File: src/logic/meas_pkg.sv
// shared constants and types for the battery measurement register bank
package meas_pkg;
  localparam logic [7:0]  ADDR_BATTERY_VOLTAGE         = 8'h09;
  localparam logic [7:0]  ADDR_BATTERY_CURRENT         = 8'h0a;
  localparam logic [7:0]  ADDR_BATTERY_CURRENT_AVERAGE = 8'h0b;
  localparam logic [7:0]  ADDR_BATTERY_VOLTAGE_AVERAGE = 8'h19;
  localparam logic [7:0]  ADDR_VOLTAGE_EXTREMES        = 8'h1b;
  localparam logic [15:0] EXTREMES_RESET               = 16'h00ff;
  localparam logic [7:0]  EXTREME_MAX_RESET            = 8'h00;
  localparam logic [7:0]  EXTREME_MIN_RESET            = 8'hff;
  localparam int          EXTREME_MAX_LSB              = 8;
  localparam int          EXTREME_MIN_LSB              = 0;
  // voltage lsb 78.125uV; 20mV byte lsb = 256 counts, so take bits [15:8]
  localparam int          VOLT_TO_BYTE_SHIFT           = 8;
  localparam int          AVG_SHIFT                    = 4;
  localparam logic [15:0] CURRENT_MAX_CODE             = 16'h7fff;
  localparam logic [15:0] CURRENT_MIN_CODE             = 16'h8000;
  localparam int          CURRENT_RAW_W                = 20;
  localparam int          NUM_REGS                     = 5;

  typedef struct packed {
    logic        wrEn;
    logic        rdEn;
    logic [7:0]  addr;
    logic [15:0] wrData;
  } reg_req_t;

  typedef struct packed {
    logic        voltValid;
    logic [15:0] voltCode;
    logic        currValid;
    logic signed [CURRENT_RAW_W-1:0] currRaw;
  } sample_t;
endpackage

File: src/logic/meas_reg_store.sv
// small register store holding the five measurement words
`timescale 1ns/100ps
module meas_reg_store
  import meas_pkg::*;
(
  input  wire logic                clk_sys,
  input  wire logic                rstSync_n,
  input  wire logic [NUM_REGS-1:0] wrSel,
  input  wire logic [15:0]         wrWord [NUM_REGS],
  input  wire logic [2:0]          rdIdx,
  output logic [15:0]              rdData_ff
);
  import meas_pkg::*;
  logic [15:0] word_ff [NUM_REGS];

  // extremes word (index 4) resets to its power-up pattern, others to zero
  genvar gi;
  generate
    for (gi = 0; gi < NUM_REGS; gi++) begin : g_word
      always_ff @(posedge clk_sys or negedge rstSync_n) begin
        if (!rstSync_n) begin
          word_ff[gi] <= (gi == 4) ? EXTREMES_RESET : 16'h0000;
        end else if (wrSel[gi]) begin
          word_ff[gi] <= wrWord[gi];
        end
      end
    end
  endgenerate

  always_ff @(posedge clk_sys or negedge rstSync_n) begin
    if (!rstSync_n) begin
      rdData_ff <= 16'h0000;
    end else if (rdIdx < 3'(NUM_REGS)) begin
      rdData_ff <= word_ff[rdIdx];
    end else begin
      rdData_ff <= 16'h0000;
    end
  end
endmodule

File: src/logic/battery_measurement_registers.sv
// battery voltage/current measurement registers with averages and tracker
`timescale 1ns/100ps
module battery_measurement_registers
  import meas_pkg::*;
(
  input  wire logic               clk_sys,
  input  wire logic               rst_n,
  input  wire meas_pkg::reg_req_t regReq,
  input  wire meas_pkg::sample_t  sample,
  output logic                    rdValid,
  output logic [15:0]             rdData
);
  import meas_pkg::*;

  logic        rstMeta_ff;
  logic        rstSync_ff;
  logic        rdPend_ff;
  logic [15:0] volt_ff;
  logic [15:0] curr_ff;
  logic [15:0] voltAvg_ff;
  logic [15:0] currAvg_ff;
  logic [7:0]  extMax_ff;
  logic [7:0]  extMin_ff;
  logic [15:0] nxt_curr;
  logic [15:0] nxt_voltAvg;
  logic [15:0] nxt_currAvg;
  logic [7:0]  voltByte;
  logic        extRestart;
  logic [NUM_REGS-1:0] wrSel;
  logic [15:0] wrWord [NUM_REGS];
  logic [2:0]  rdIdx;
  logic [7:0]  nxt_extMax;
  logic [7:0]  nxt_extMin;
  logic        voltUp;
  logic        voltDown;
  logic signed [16:0] voltDiff;
  logic signed [16:0] currDiff;

  // address to store index; shared by read path
  function automatic logic [2:0] addrIdx(input logic [7:0] a);
    case (a)
      ADDR_BATTERY_VOLTAGE:         addrIdx = 3'h0;
      ADDR_BATTERY_CURRENT:         addrIdx = 3'h1;
      ADDR_BATTERY_CURRENT_AVERAGE: addrIdx = 3'h2;
      ADDR_BATTERY_VOLTAGE_AVERAGE: addrIdx = 3'h3;
      ADDR_VOLTAGE_EXTREMES:        addrIdx = 3'h4;
      default:                      addrIdx = 3'h7;
    endcase
  endfunction

  // 20mV byte is the top byte of the code, truncated rather than rounded
  function automatic logic [7:0] voltToByte(input logic [15:0] code);
    voltToByte = code[15:VOLT_TO_BYTE_SHIFT];
  endfunction

  // clamp the wide raw current to the 16-bit signed code, never wrap
  function automatic logic [15:0] satCurrent(
    input logic signed [CURRENT_RAW_W-1:0] raw);
    logic signed [CURRENT_RAW_W-1:0] hi;
    logic signed [CURRENT_RAW_W-1:0] lo;
    hi = $signed({{(CURRENT_RAW_W-16){1'b0}}, CURRENT_MAX_CODE});
    lo = $signed({{(CURRENT_RAW_W-16){1'b1}}, CURRENT_MIN_CODE});
    if (raw > hi) begin
      satCurrent = CURRENT_MAX_CODE;
    end else if (raw < lo) begin
      satCurrent = CURRENT_MIN_CODE;
    end else begin
      satCurrent = raw[15:0];
    end
  endfunction

  always_ff @(posedge clk_sys or negedge rst_n) begin
    if (!rst_n) begin
      rstMeta_ff <= 1'b0;
      rstSync_ff <= 1'b0;
    end else begin
      rstMeta_ff <= 1'b1;
      rstSync_ff <= rstMeta_ff;
    end
  end

  // saturate the wide raw current into the 16-bit signed code
  assign nxt_curr = satCurrent(sample.currRaw);

  // avg += (new - avg) >> k; one extra bit keeps the difference exact
  always_comb begin
    voltDiff    = $signed({1'b0, sample.voltCode}) -
                  $signed({1'b0, voltAvg_ff});
    nxt_voltAvg = voltAvg_ff + 16'(voltDiff >>> AVG_SHIFT);
  end

  // arithmetic shift keeps the current sign; small steps settle to -1
  always_comb begin
    currDiff    = $signed({nxt_curr[15], nxt_curr}) -
                  $signed({currAvg_ff[15], currAvg_ff});
    nxt_currAvg = currAvg_ff + 16'(currDiff >>> AVG_SHIFT);
  end

  assign voltByte   = voltToByte(sample.voltCode);
  assign extRestart = regReq.wrEn &&
                      regReq.addr == ADDR_VOLTAGE_EXTREMES &&
                      regReq.wrData == EXTREMES_RESET;

  always_ff @(posedge clk_sys or negedge rstSync_ff) begin
    if (!rstSync_ff) begin
      volt_ff <= 16'h0000;
    end else if (sample.voltValid) begin
      volt_ff <= sample.voltCode;
    end
  end

  always_ff @(posedge clk_sys or negedge rstSync_ff) begin
    if (!rstSync_ff) begin
      voltAvg_ff <= 16'h0000;
    end else if (sample.voltValid) begin
      voltAvg_ff <= nxt_voltAvg;
    end
  end

  always_ff @(posedge clk_sys or negedge rstSync_ff) begin
    if (!rstSync_ff) begin
      curr_ff <= 16'h0000;
    end else if (sample.currValid) begin
      curr_ff <= nxt_curr;
    end
  end

  always_ff @(posedge clk_sys or negedge rstSync_ff) begin
    if (!rstSync_ff) begin
      currAvg_ff <= 16'h0000;
    end else if (sample.currValid) begin
      currAvg_ff <= nxt_currAvg;
    end
  end

  // restart wins over a coincident sample so software sees a clean start
  always_comb begin
    voltUp     = voltByte > extMax_ff;
    voltDown   = voltByte < extMin_ff;
    nxt_extMax = extMax_ff;
    nxt_extMin = extMin_ff;
    if (extRestart) begin
      nxt_extMax = EXTREME_MAX_RESET;
      nxt_extMin = EXTREME_MIN_RESET;
    end else if (sample.voltValid) begin
      // equal readings leave both bytes alone
      if (voltUp) begin
        nxt_extMax = voltByte;
      end
      if (voltDown) begin
        nxt_extMin = voltByte;
      end
    end
  end

  always_ff @(posedge clk_sys or negedge rstSync_ff) begin
    if (!rstSync_ff) begin
      extMax_ff <= EXTREME_MAX_RESET;
      extMin_ff <= EXTREME_MIN_RESET;
    end else begin
      extMax_ff <= nxt_extMax;
      extMin_ff <= nxt_extMin;
    end
  end

  // store mirrors live words; host writes reach them only as the extremes restart
  always_comb begin
    wrSel     = {NUM_REGS{1'b1}};
    wrWord[0] = volt_ff;
    wrWord[1] = curr_ff;
    wrWord[2] = currAvg_ff;
    wrWord[3] = voltAvg_ff;
    wrWord[4] = {extMax_ff, extMin_ff};
  end

  assign rdIdx = addrIdx(regReq.addr);

  meas_reg_store u_store (
    .clk_sys   (clk_sys),
    .rstSync_n (rstSync_ff),
    .wrSel     (wrSel),
    .wrWord    (wrWord),
    .rdIdx     (rdIdx),
    .rdData_ff (rdData)
  );

  always_ff @(posedge clk_sys or negedge rstSync_ff) begin
    if (!rstSync_ff) begin
      rdPend_ff <= 1'b0;
    end else begin
      rdPend_ff <= regReq.rdEn;
    end
  end

  assign rdValid = rdPend_ff;
endmodule

File: config.mk
export PLATFORM = sky130hd
export DESIGN_NAME = battery_measurement_registers
export DESIGN_NICKNAME = d
export VERILOG_FILES = /design/src/logic/meas_pkg.sv /design/src/logic/meas_reg_store.sv /design/src/logic/battery_measurement_registers.sv
export SDC_FILE = /design/constraint.sdc
export NUM_CORES = 1
export LEC_CHECK = 0
export ABC_AREA = 1
export BUFFER_PORTS_ARGS = -buffer_cell sky130_fd_sc_hd__buf_2
export CAP_MARGIN = 20
export CORE_MARGIN = 3
export CORE_UTILIZATION = 51
export CTS_BUF_LIST = sky130_fd_sc_hd__clkbuf_16
export CTS_CLUSTER_SIZE = 12
export DETAILED_ROUTE_END_ITERATION = 16
export HOLD_SLACK_MARGIN = 0.12
export PLACE_DENSITY = 0.73
export SYNTH_ARGS = -nofsm -noshare
export SYNTH_HDL_FRONTEND = slang
export SYNTH_SLANG_ARGS = --single-unit
export TNS_END_PERCENT = 100
File: constraint.sdc
create_clock -name clk_sys -period 16.5 [get_ports clk_sys]
set_input_delay 4.95 -clock clk_sys [delete_from_list [all_inputs] [get_ports clk_sys]]
set_output_delay 4.95 -clock clk_sys [all_outputs]
set_load 0.01 [all_outputs]
Word level (Yosys, flattened, before mapping)
Cells that the tools add are included. Widths: inputs -> output; s select.

Flip-flop bits (word level): 179. Input bits: 66. Output and inout port bits: 17. Word-level logic and storage cells: 52.

$add $sub $neg: 4. $lt $le $gt $ge: 6. Eq/ne operators: 6. Mux-type cells: 13. Bitwise operators: 1. Reduce and logical (&&, ||, !) cells: 7.

Operator list (count): $mux 16 (5); $bmux 16 s3 (1); $mux 8 (6); $sub 16x16->17 (2); $add 16x16->16 (2); $eq 8x4->1 const B (3); $gt 20x16->1 const B (1); $lt 20x16->1 const B (1); $eq 16x8->1 const B (1); $eq 8x5->1 const B (2); $pmux 3 s5 (1); $gt 8x8->1 (1); $lt 8x8->1 (1); $reduce_bool 2->1 (3); $ge 4x4->1 const B (1); $not 3->4 (1); $reduce_and 2->1 (2); $lt 3x3->1 const B (1); $logic_and 1x1->1 (2).

Logic depth before layout (Yosys ltp)
Gate-level depths: netlist of the first run.

Depth in word-level cells: 7. Mapped depth: 35.

Cells and area by module
From an unflattened synthesis of the first run, not the netlist that was laid out.

Cells, all modules: 1331. Area, all modules: 10507.6 um2.

By module, submodules not included: battery_measurement_registers (times used 1, cells each 837, area each 6308.6 um2); meas_reg_store (times used 1, cells each 494, area each 4199.0 um2).

Worst setup path after synthesis of the first run
Ideal clock, no wire load.

Path type: input to register. Start point: in sample[17] (netlist bit). End point: reg currAvg_ff[14]. Arrival: 8.525 ns. Data required time: 16.368 ns. Slack: 7.843 ns. Stages: 33. Cells stage by stage: nor2_1 nand2_1 nand2_1 clkbuf_1 buf_1 nand2_1 ha_1 nand2_1 o21a_1 nand2_1 nand2_1 nand2_1 nand2_1 nand2_2 nand2_1 nand2_1 nand2_1 nand2_1 nand2_1 nand2_1 nand2_1 nand2_1 inv_1 ha_1 nand2_1 inv_1 nand4_1 o2111ai_1 a21oi_1 o21bai_1 or2_2 nand3_1 o21ai_0.

Cells in the longest elaborated chain, start to end: 5. Elaborated cells on any way between the ends: 6. Classes of those cells: add/sub (2); order compare (2); mux (2).

RTL lines: start, declared (line battery_measurement_registers.sv:9) `input wire meas_pkg::sample_t sample,`; $lt 20x16->1 (line battery_measurement_registers.sv:65) `end else if (raw < lo) begin`; $mux 16 (line battery_measurement_registers.sv:65); $mux 16 (*) (line battery_measurement_registers.sv:63) `if (raw > hi) begin`; via nxt_curr[4] (line battery_measurement_registers.sv:24) `logic [15:0] nxt_curr;`; $sub 16x16->17 (*) (line battery_measurement_registers.sv:94) `currDiff = $signed({nxt_curr[15], nxt_curr}) -`; $add 16x16->16 (*) (line battery_measurement_registers.sv:96) `nxt_currAvg = currAvg_ff + 16'(currDiff >>> AVG_SHIFT);`; end signal, assigned (line battery_measurement_registers.sv:132) `currAvg_ff <= nxt_currAvg;`; end, declared (line battery_measurement_registers.sv:21) `logic [15:0] currAvg_ff;`.

Mark *: on every way through the listed nets, which the timed path passes. The rest lies on a longest branch. A chain may end at the register's enable or synchronous reset.

Worst setup path in the final report of the first run
Same ends and word-level chain as after synthesis.

==> impl_results.md, run 1 <==
- Mean Syn Cell Area: 8.87 um^2
- Die X: 142 um
- Synth cell types: 50
- GRT overflow: 0
- LEAKAGE: 5.41 nW
- Hold Vio Cnt, Final: 0
- DRT iter0 DRCs: 577
- Max stage delay cell, worst path: o21ai_2
- Critical Path Most Common Cell: nand2_1
- Post-Syn Area: 0.00942 mm^2
- Share of cells above drive strength 1: 0.140
- RSZ-0062 raised after global routing: no
- Vias after detailed routing: 7525
- Post-synth ARST share: 1.00
- Largest net degree at the start of global routing: 79
- # clock sinks: 179
- Syn nets: 1207
- Critical Path Source Type: input pin
- Synth Flop Type: dfrtp_1
- VDD IR max: 0.000117 V
- Clock Root Buffer: clkbuf_16
- DR vias/cell: 5.44
- Max Cap Viol: 0
- Count leader, synth: nand2_1
- CTS tree: yes
- Worst-path clk slew: 70 ps
- Worst path top cell family by delay: compound AO/OA/AOI/OAI gates
- Slew Limit Fails: 0
- Post CTS Setup Buffer Count: 0
- Worst Tran Pin Value: 962 ps
- Fin Setup TNS: 0 ps
- Max Fclk: 116 MHz
- Core area: 0.0180 mm^2
- Clock latency on the worst-skew pair: 420 ps
- Final period util: 0.523
- Number of synthesized flops with an enable pin: 0
- Setup crit end kind: flip-flop
- DRT Pass-1 Iters: 6
- Hold buffer count at cts: 0
- Sequential cell area: 0.00450 mm^2
- DRC Markers: 0
- Antenna viol nets, final: 0
- PostCTS Resize Cnt: 0
- Worst Path Required: 16780 ps
- Total track usage: 0.225
- Avg WL per Cell: 16.1 um
- Placed wire-length estimate: 16600 um
- Final Skew: 15.1 ps
- Post-synthesis sequential area ratio: 0.478
- Critical Path AT: 8910 ps
- Post-route minimum period: 8640 ps
- Routability Congestion: 0.933
- Bufs on Longest Clock Path: 2
- Ports: 83
- Largest stage delay on the critical path: 520 ps
- Filler instances: 1579
- Final wirelength: 22300 um
- Starting Density: 0.522
- Antenna diodes: 0
- Cells after Synth: 1062
- Net count, final: 1286
- Setup violators final: 0
- Cell row count: 49
- Power per cell area: 220 mW/mm^2
- Area growth, synth to finish: 12.8%
- First-pass GRT wire length: 35900 um
- Crit path buffers/inverters: 2
- Warnings, synthesis: 0
- Slew headroom: 0.358
- Die area: 0.0201 mm^2
- Run status: completed
- Hold Crit Class: reg2async
- Crit Path Category: in2reg
- CTS Buf Count: 17
- Vias in the first global route: 7333
- Synth area leaders: dfrtp_1 (43%), nand2_1 (11%), ha_1 (10%), inv_1 (4.5%), dfstp_2 (4.5%)
- Crit-path max FO: 15
- Cell taking the most area after synthesis: dfrtp_1
- Die Ht: 142 um
- Max H-tree Level: 4
- Post-Place Worst Slack: 7470 ps
- Share of the synthesized area in the top cell type: 0.433
- Multi-input gate area: 0.00433 mm^2
- I/O Buffers: 82
- #FFs+latches synth: 179
- Initial antenna violation count: 0
- Fin worst setup slack: 7860 ps
- Commonest cells post-synth: nand2_1 (265), dfrtp_1 (163), inv_1 (113), ha_1 (77), a21oi_1 (68)
## state kept, by name, summed over array words and instances, names as in the netlist, 8 cells and up
signal             flops
currAvg_ff            16
curr_ff               16
extMax_ff              8
extMin_ff              8
u_store.rdData_ff     16
u_store.word_ff       80
voltAvg_ff            16
volt_ff               16
## worst paths after layout
path | slack (ps) | endpoint | cells past startpoint | from
max | 7860 | currAvg_ff[14] | 26 | sample[17]
min | 310 | curr_ff[15] | 0 | rstSync_ff
max reg2reg | 12420 | voltAvg_ff[14] | 26 | voltAvg_ff[2]
min reg2reg | 310 | curr_ff[15] | 0 | rstSync_ff
max in group asynchronous | 12100 | rstSync_ff | 1 | rst_n
min in group clk_sys | 360 | rstSync_ff | 0 | rstMeta_ff
## kinds of logic (layout without fill, tap and decap cells)
kind of cell / after synthesis / count (layout) / share of synthesized area
AOI/OAI and AO/OA: 205 / 205 / 0.129
xor gates and xnor gates: 35 / 35 / 0.0326
buffers and inverters: 145 / 237 / 0.0631
and+or+nand+nor: 418 / 418 / 0.191
DFF: 179 / 179 / 0.478
adders and majority gates: 79 / 79 / 0.107
other: 1 / 1 / 0.000398
## report_power, final
group	switching, mW	internal, mW
clock	0.171	0.240
sequential	0.0999	0.592
combinational	0.742	0.490
## layout make-up
cell class              instances  area share
clock buffers                  17      0.0401
clock inverters                15      0.0170
inverters                     117      0.0414
multi-input cells             738       0.408
flip-flops and latches        179       0.424
well taps                     229      0.0270
repair buffers                 88      0.0429
## through the flow
step	instance area [um^2]	total power [mW]	hold slack, ps	instances	utilization
floorplan	9420	1.63	331	1062	-
global placement	10000	1.88	330	1351	0.556
detailed placement	10000	1.91	331	1351	0.556
CTS	10600	2.34	339	1383	0.589
global route	10600	2.56	368	1383	0.589
finish	10600	2.33	309	1383	0.589
## cells in the final DEF, fill, tap and decap left out, drive strengths merged, types with 16 or more instances in the layout
| cell | n |
|---|---|
| dfrtp | 163 |
| dfstp | 16 |
| xor2 | 27 |
| nand2 | 268 |
| a21oi | 68 |
| o21ai | 68 |
| nor2 | 50 |
| clkbuf | 17 |
| a31oi | 21 |
| nand3 | 66 |
| ha | 77 |
| buf | 88 |
| inv | 123 |
## routing by layer
layer | track usage | part of all wire
met5 | 0 | 0
met4 | 0.0717 | 0.023
met3 | 0.0435 | 0.044
met2 | 0.367 | 0.48
met1 | 0.305 | 0.46
Note: power is estimated with default switching activity, not from simulation.
==> run 2: changes to the inputs <==
clock period = 8.4 ns   (was 16.5 ns; I/O delays follow)
==> run 2 against run 1 <==
- clock-buffer cell count unchanged
- global-route usage up 0.36 points
- clock skew down 4.3 ps
- die area unchanged
- worst hold slack better by 42 ps
- critical path depth up 1
==> impl_results.md, run 2 (synthesis results as in run 1) <==
- Ports: 83 (unchanged)
- Die area: 0.0201 mm^2 (unchanged)
- Starting Density: 0.522 (unchanged)
- Bufs on Longest Clock Path: 2 (unchanged)
- Commonest non-fill, non-tap cell in the layout: nand2_1
- Area growth, synth to finish: 12.4%
- Sequential cell area: 0.00450 mm^2 (unchanged)
- DR vias/cell: 5.50 (+1.2%)
- Core area: 0.0180 mm^2 (unchanged)
- Net count, final: 1286 (unchanged)
- Critical Path Source Type: input pin
- Filler instances: 1586 (+0.44%)
- Hold Crit Class: reg2reg
- Setup violators final: 0 (unchanged)
- CTS Buf Count: 17 (unchanged)
- Initial antenna violation count: 0 (unchanged)
- CTS tree: yes
- Routability Congestion: 0.911 (-2.4%)
- Placed cell area: 0.0100 mm^2 (unchanged)
- Critical path origin: sample[17]
- Vias in the first global route: 7234 (-1.4%)
- R2R Path End: voltAvg_ff[14]
- PostCTS Resize Cnt: 0 (unchanged)
- LEAKAGE: 5.39 nW (-0.28%)
- Clock latency on the worst-skew pair: 420 ps (about the same)
- Share of cells above drive strength 1: 0.140 (-0.000867)
- RSZ-0062 raised after global routing: no
- CP endpoint: currAvg_ff[15]
- Max Cap Viol: 0 (unchanged)
- VDD IR max: 0.000299 V (+160%)
- Final Skew: 10.8 ps (-4.28 ps)
- Setup crit end kind: flip-flop
- R2R setup slack: 4420 ps (-8000 ps)
- Die X: 142 um (unchanged)
- Max FFs per register: 80 (unchanged)
- Post-Layout Inst Area: 0.0106 mm^2 (-0.37%)
- Antenna diodes: 0 (unchanged)
- Cell row count: 49 (unchanged)
- Slew headroom: 0.328 (-0.0301)
- Post-route minimum period: 6190 ps
- Largest net degree at the start of global routing: 80 (+1.3%)
- Post-Place Worst Slack: 1790 ps (-5680 ps)
- Avg WL per Cell: 16.1 um (-0.16%)
- Final period util: 0.737
- Placed wire-length estimate: 16800 um (+0.79%)
- Worst-path clk slew: 70 ps (about the same)
- Slew Limit Fails: 0 (unchanged)
- Crit Path Category: in2reg
- RR Startpoint: voltAvg_ff[1]
- Crit-path max FO: 15 (unchanged)
- Critical Path AT: 6500 ps (-2410 ps)
- Total track usage: 0.229 (+0.00359)
- Power per cell area: 429 mW/mm^2 (+95%)
- Clock Root Buffer: clkbuf_16
- Antenna viol nets, final: 0 (unchanged)
- Most flop-heavy register: u_store.word_ff
- # clock sinks: 179 (unchanged)
- Worst Path Required: 8710 ps (-8070 ps)
- Multi-input gate area: 0.00433 mm^2 (unchanged)
- DRT Pass-1 Iters: 5 (-1)
- Hold buffer count at cts: 0 (unchanged)
- Commonest cells after routing, fill and taps aside: nand2_1 (265), dfrtp_1 (162), inv_1 (114)
- DRC Markers: 0 (unchanged)
- Max Fclk: 162 MHz
- Run status: completed
- Die Ht: 142 um (unchanged)
- DRT iter0 DRCs: 445 (-23%)
- Max H-tree Level: 4 (unchanged)
- Reg2Reg Depth: 26 (unchanged)
- GRT overflow: 0 (unchanged)
- Vias after detailed routing: 7612 (+1.2%)
- Fin Setup TNS: 0 ps (unchanged)
- Post CTS Setup Buffer Count: 0 (unchanged)
- Final wirelength: 22200 um (-0.16%)
- Worst Tran Pin Value: 1010 ps (+46.2 ps)
- I/O Buffers: 82 (unchanged)
- First-pass GRT wire length: 36600 um (+2.0%)
- Hold Vio Cnt, Final: 0 (unchanged)
- Fin worst setup slack: 2210 ps (-5650 ps)
run 2: cell types whose count changed in the layout (fill, tap and decap cells not counted), sizes merged:
cell	delta
bufinv	-1
clkinv	+5
inv	-3
clkinvlp	-1
run 2: where the power goes:
part           total [mW]  internal (mW)  switching, mW
Sequential           1.36           1.16          0.195
Combinational        2.42          0.962           1.46
Clock               0.761          0.436          0.325
Total                4.54           2.56           1.98
run 2: worst max-delay path, cell delays in order:
cell      delay [ps]
buf_2             90
nand2_1           60
o21ai_2          510
nand2_1          190
nand2_1          110
ha_1             270
a21oi_1          170
o21a_1           120
nand2_1           70
nand2_1           60
nand2_1           70
nand2_1           80
nand2_2           80
a21boi_0         280
o21ai_0          150
xor2_1           160
ha_1             350
a21oi_1          180
inv_1             60
a31oi_1          150
nor3_1            60
a211oi_1         290
inv_1             70
nand3_1          100
nand3_1           80
nand2_1           90
nand2_1           40
run 2: worst min-delay path by stage:
stage                    start    endpoint  depth (start not counted)
floorplan           rstMeta_ff  rstSync_ff                          0
global placement    rstMeta_ff  rstSync_ff                          0
detailed placement  rstMeta_ff  rstSync_ff                          0
CTS                 rstMeta_ff  rstSync_ff                          0
global route        rstMeta_ff  rstSync_ff                          0
finish              rstMeta_ff  rstSync_ff                          0
run 2: final cells by class:
type,instances,area share
tap,229,0.0271
clock inverter,15,0.0134
clock buffer,17,0.0402
inverter,117,0.0415
multi-input combinational,738,0.409
timing repair buffer,88,0.0430
sequential,179,0.426
run 2: per-stage QoR:
step | instances | hold WS, ps | util | power, mW
after floorplan | 1062 | 331 | - | 3.21
after global placement | 1351 | 338 | 0.556 | 3.72
after detailed placement | 1351 | 337 | 0.556 | 3.76
after CTS | 1383 | 353 | 0.587 | 4.54
after global routing | 1383 | 359 | 0.587 | 5.02
final | 1383 | 350 | 0.587 | 4.54
run 2: metal layers:
layer,share of wire,GRT usage,up-vias
met2,0.48,0.368,228
met3,0.055,0.0431,25
met5,0,0,-
met4,0.016,0.0611,0
li1,-,-,3719
met1,0.45,0.320,3640
==> run 3: changes to the inputs <==
PLACE_DENSITY = 0.76   (was 0.73)
clock period = 5 ns   (was 8.4 ns; I/O delays follow)
==> run 3 against run 2 <==
- die area unchanged
- clock skew down 2.7 ps
- sequential share of layout area decreased by 1.0 points
- highest routed layer unchanged
- non-clock buffer count up 21
- first-iteration DRC count up 35%
- critical path type unchanged
==> impl_results.md, run 3 (synthesis results as in run 1) <==
- Final hold slack: 362 ps (+11.8 ps)
- Avg WL per Cell: 16.2 um (+0.85%)
- CTS tree: yes
- Bufs on Longest Clock Path: 2 (unchanged)
- Max FFs per register: 80 (unchanged)
- Setup violators final: 0 (unchanged)
- Critical Path Source Type: input pin
- LEAKAGE: 5.51 nW (+2.2%)
- Setup crit end kind: flip-flop
- Initial antenna violation count: 0 (unchanged)
- Starting Density: 0.522 (unchanged)
- DRT iter0 DRCs: 602 (+35%)
- DRC Markers: 0 (unchanged)
- Placed cell area: 0.0102 mm^2 (+1.7%)
- VDD IR max: 0.000471 V (+58%)
- Area growth, synth to finish: 15.2%
- Filler instances: 1509 (-4.9%)
- Share of cells above drive strength 1: 0.170 (+0.0307)
- Post CTS Setup Buffer Count: 0 (unchanged)
- Vias after detailed routing: 7706 (+1.2%)
- First-pass GRT wire length: 36700 um (+0.38%)
- Vias in the first global route: 7255 (+0.29%)
- Final Skew: 8.09 ps (-2.69 ps)
- Slew Limit Fails: 0 (unchanged)
- Final wirelength: 22800 um (+2.4%)
- Max stage delay cell, worst path: ha_1
- Worst-path clk slew: 70 ps (about the same)
- Total track usage: 0.230 (+0.00174)
- Worst path top cell family by delay: simple AND/OR/NAND/NOR gates
- Antenna diodes: 0 (unchanged)
- Slew headroom: 0.383 (+0.0553)
- Die X: 142 um (unchanged)
- Ports: 83 (unchanged)
- DR vias/cell: 5.49 (-0.28%)
- Worst Path Required: 5290 ps (-3420 ps)
- Die Ht: 142 um (unchanged)
- Post-layout util: 0.602 (+0.0146)
- Critical Path Most Common Cell: nand2_1
- I/O Buffers: 82 (unchanged)
- Multi-input gate area: 0.00442 mm^2 (+2.0%)
- Commonest non-fill, non-tap cell in the layout: nand2_1
- Routability Congestion: 0.940 (+3.2%)
- Final period util: 0.929
- Antenna viol nets, final: 0 (unchanged)
- Crit-path max FO: 14 (-1)
- Max H-tree Level: 4 (unchanged)
- Clock latency on the worst-skew pair: 420 ps (about the same)
- Most flop-heavy register: u_store.word_ff
- Crit path buffers/inverters: 3 (unchanged)
- DRT Pass-1 Iters: 6 (+1)
- Crit Path Category: in2reg
- Max Fclk: 215 MHz
- Placed wire-length estimate: 17000 um (+1.4%)
- Max Cap Viol: 0 (unchanged)
- Commonest cells after routing, fill and taps aside: nand2_1 (260), dfrtp_1 (162), inv_1 (113)
- Post-Layout Inst Area: 0.0108 mm^2 (+2.5%)
- Die area: 0.0201 mm^2 (unchanged)
- Largest stage delay on the critical path: 340 ps (-170 ps)
- Sequential cell area: 0.00450 mm^2 (unchanged)
- CTS Buf Count: 17 (unchanged)
- Largest net degree at the start of global routing: 178 (+120%)
- Net count, final: 1307 (+1.6%)
- # clock sinks: 179 (unchanged)
- GRT overflow: 0 (unchanged)
- Cell row count: 49 (unchanged)
- Clock Root Buffer: clkbuf_16
- Worst Tran Pin Value: 925 ps (-82.9 ps)
- Fin Setup TNS: 0 ps (unchanged)
- Power per cell area: 737 mW/mm^2 (+72%)
- Run status: completed
- Hold Crit Class: reg2reg
- Post-route minimum period: 4640 ps
- RSZ-0062 raised after global routing: no
- Critical Path AT: 4930 ps (-1570 ps)
- Core area: 0.0180 mm^2 (unchanged)
- Hold Vio Cnt, Final: 0 (unchanged)
[run 3: cell count changes in the layout (fill, tap and decap cells not counted), sizes merged]
cell      delta
inv          +2
buf         +21
clkinvlp     -1
clkinv       +1
bufinv       -2
[run 3: layer usage]
layer | global-route usage | wire length, um | vias up
met1 | 0.327 | 10300 | 3659
met5 | 0 | 0 | -
li1 | - | - | 3756
met4 | 0.0707 | 448 | 0
met2 | 0.367 | 10700 | 254
met3 | 0.0351 | 1340 | 37
[run 3: metrics by stage]
step	cells	setup WS [ps]	total power, mW
detailed placement	1372	-155	6.52
global route	1404	2.99	8.71
CTS	1404	236	7.84
global placement	1372	-25.5	6.39
finish	1404	356	7.99
floorplan	1062	0.717	5.39
[run 3: power breakdown]
| part | switching [mW] | leakage [nW] | internal (mW) |
|---|---|---|---|
| logic | 2.62 | 3.10 | 1.83 |
| registers | 0.318 | 2.13 | 1.95 |
| clock network | 0.611 | 0.284 | 0.661 |
| total | 3.55 | 5.51 | 4.44 |
[run 3: final cells by class]
type	count	share of cell area
Timing Repair Buffer	109	0.0577
Inverter	117	0.0405
Sequential cell	179	0.415
Clock inverter	15	0.0136
Multi-Input combinational cell	738	0.407
Clock buffer	17	0.0392
Tap cell	229	0.0264
[run 3: what timing repair did]
action,4_1_cts,5_1_grt
setup endpoints to repair,0,4
gates resized for setup,0,17
hold buffers,0,0
[run 3: path summary, 6_finish.rpt]
check	from	end	slack, ps	cells past startpoint
worst max-delay path	sample[17]	currAvg_ff[14]	360	28
worst min-delay path	extMin_ff[7]	u_store.word_ff[7]	360	0
worst max register to register	voltAvg_ff[5]	voltAvg_ff[14]	1160	26
worst min register to register	extMin_ff[7]	u_store.word_ff[7]	360	0
max in group asynchronous	rstSync_ff	volt_ff[1]	3830	1
min in group asynchronous	rstSync_ff	curr_ff[1]	480	1
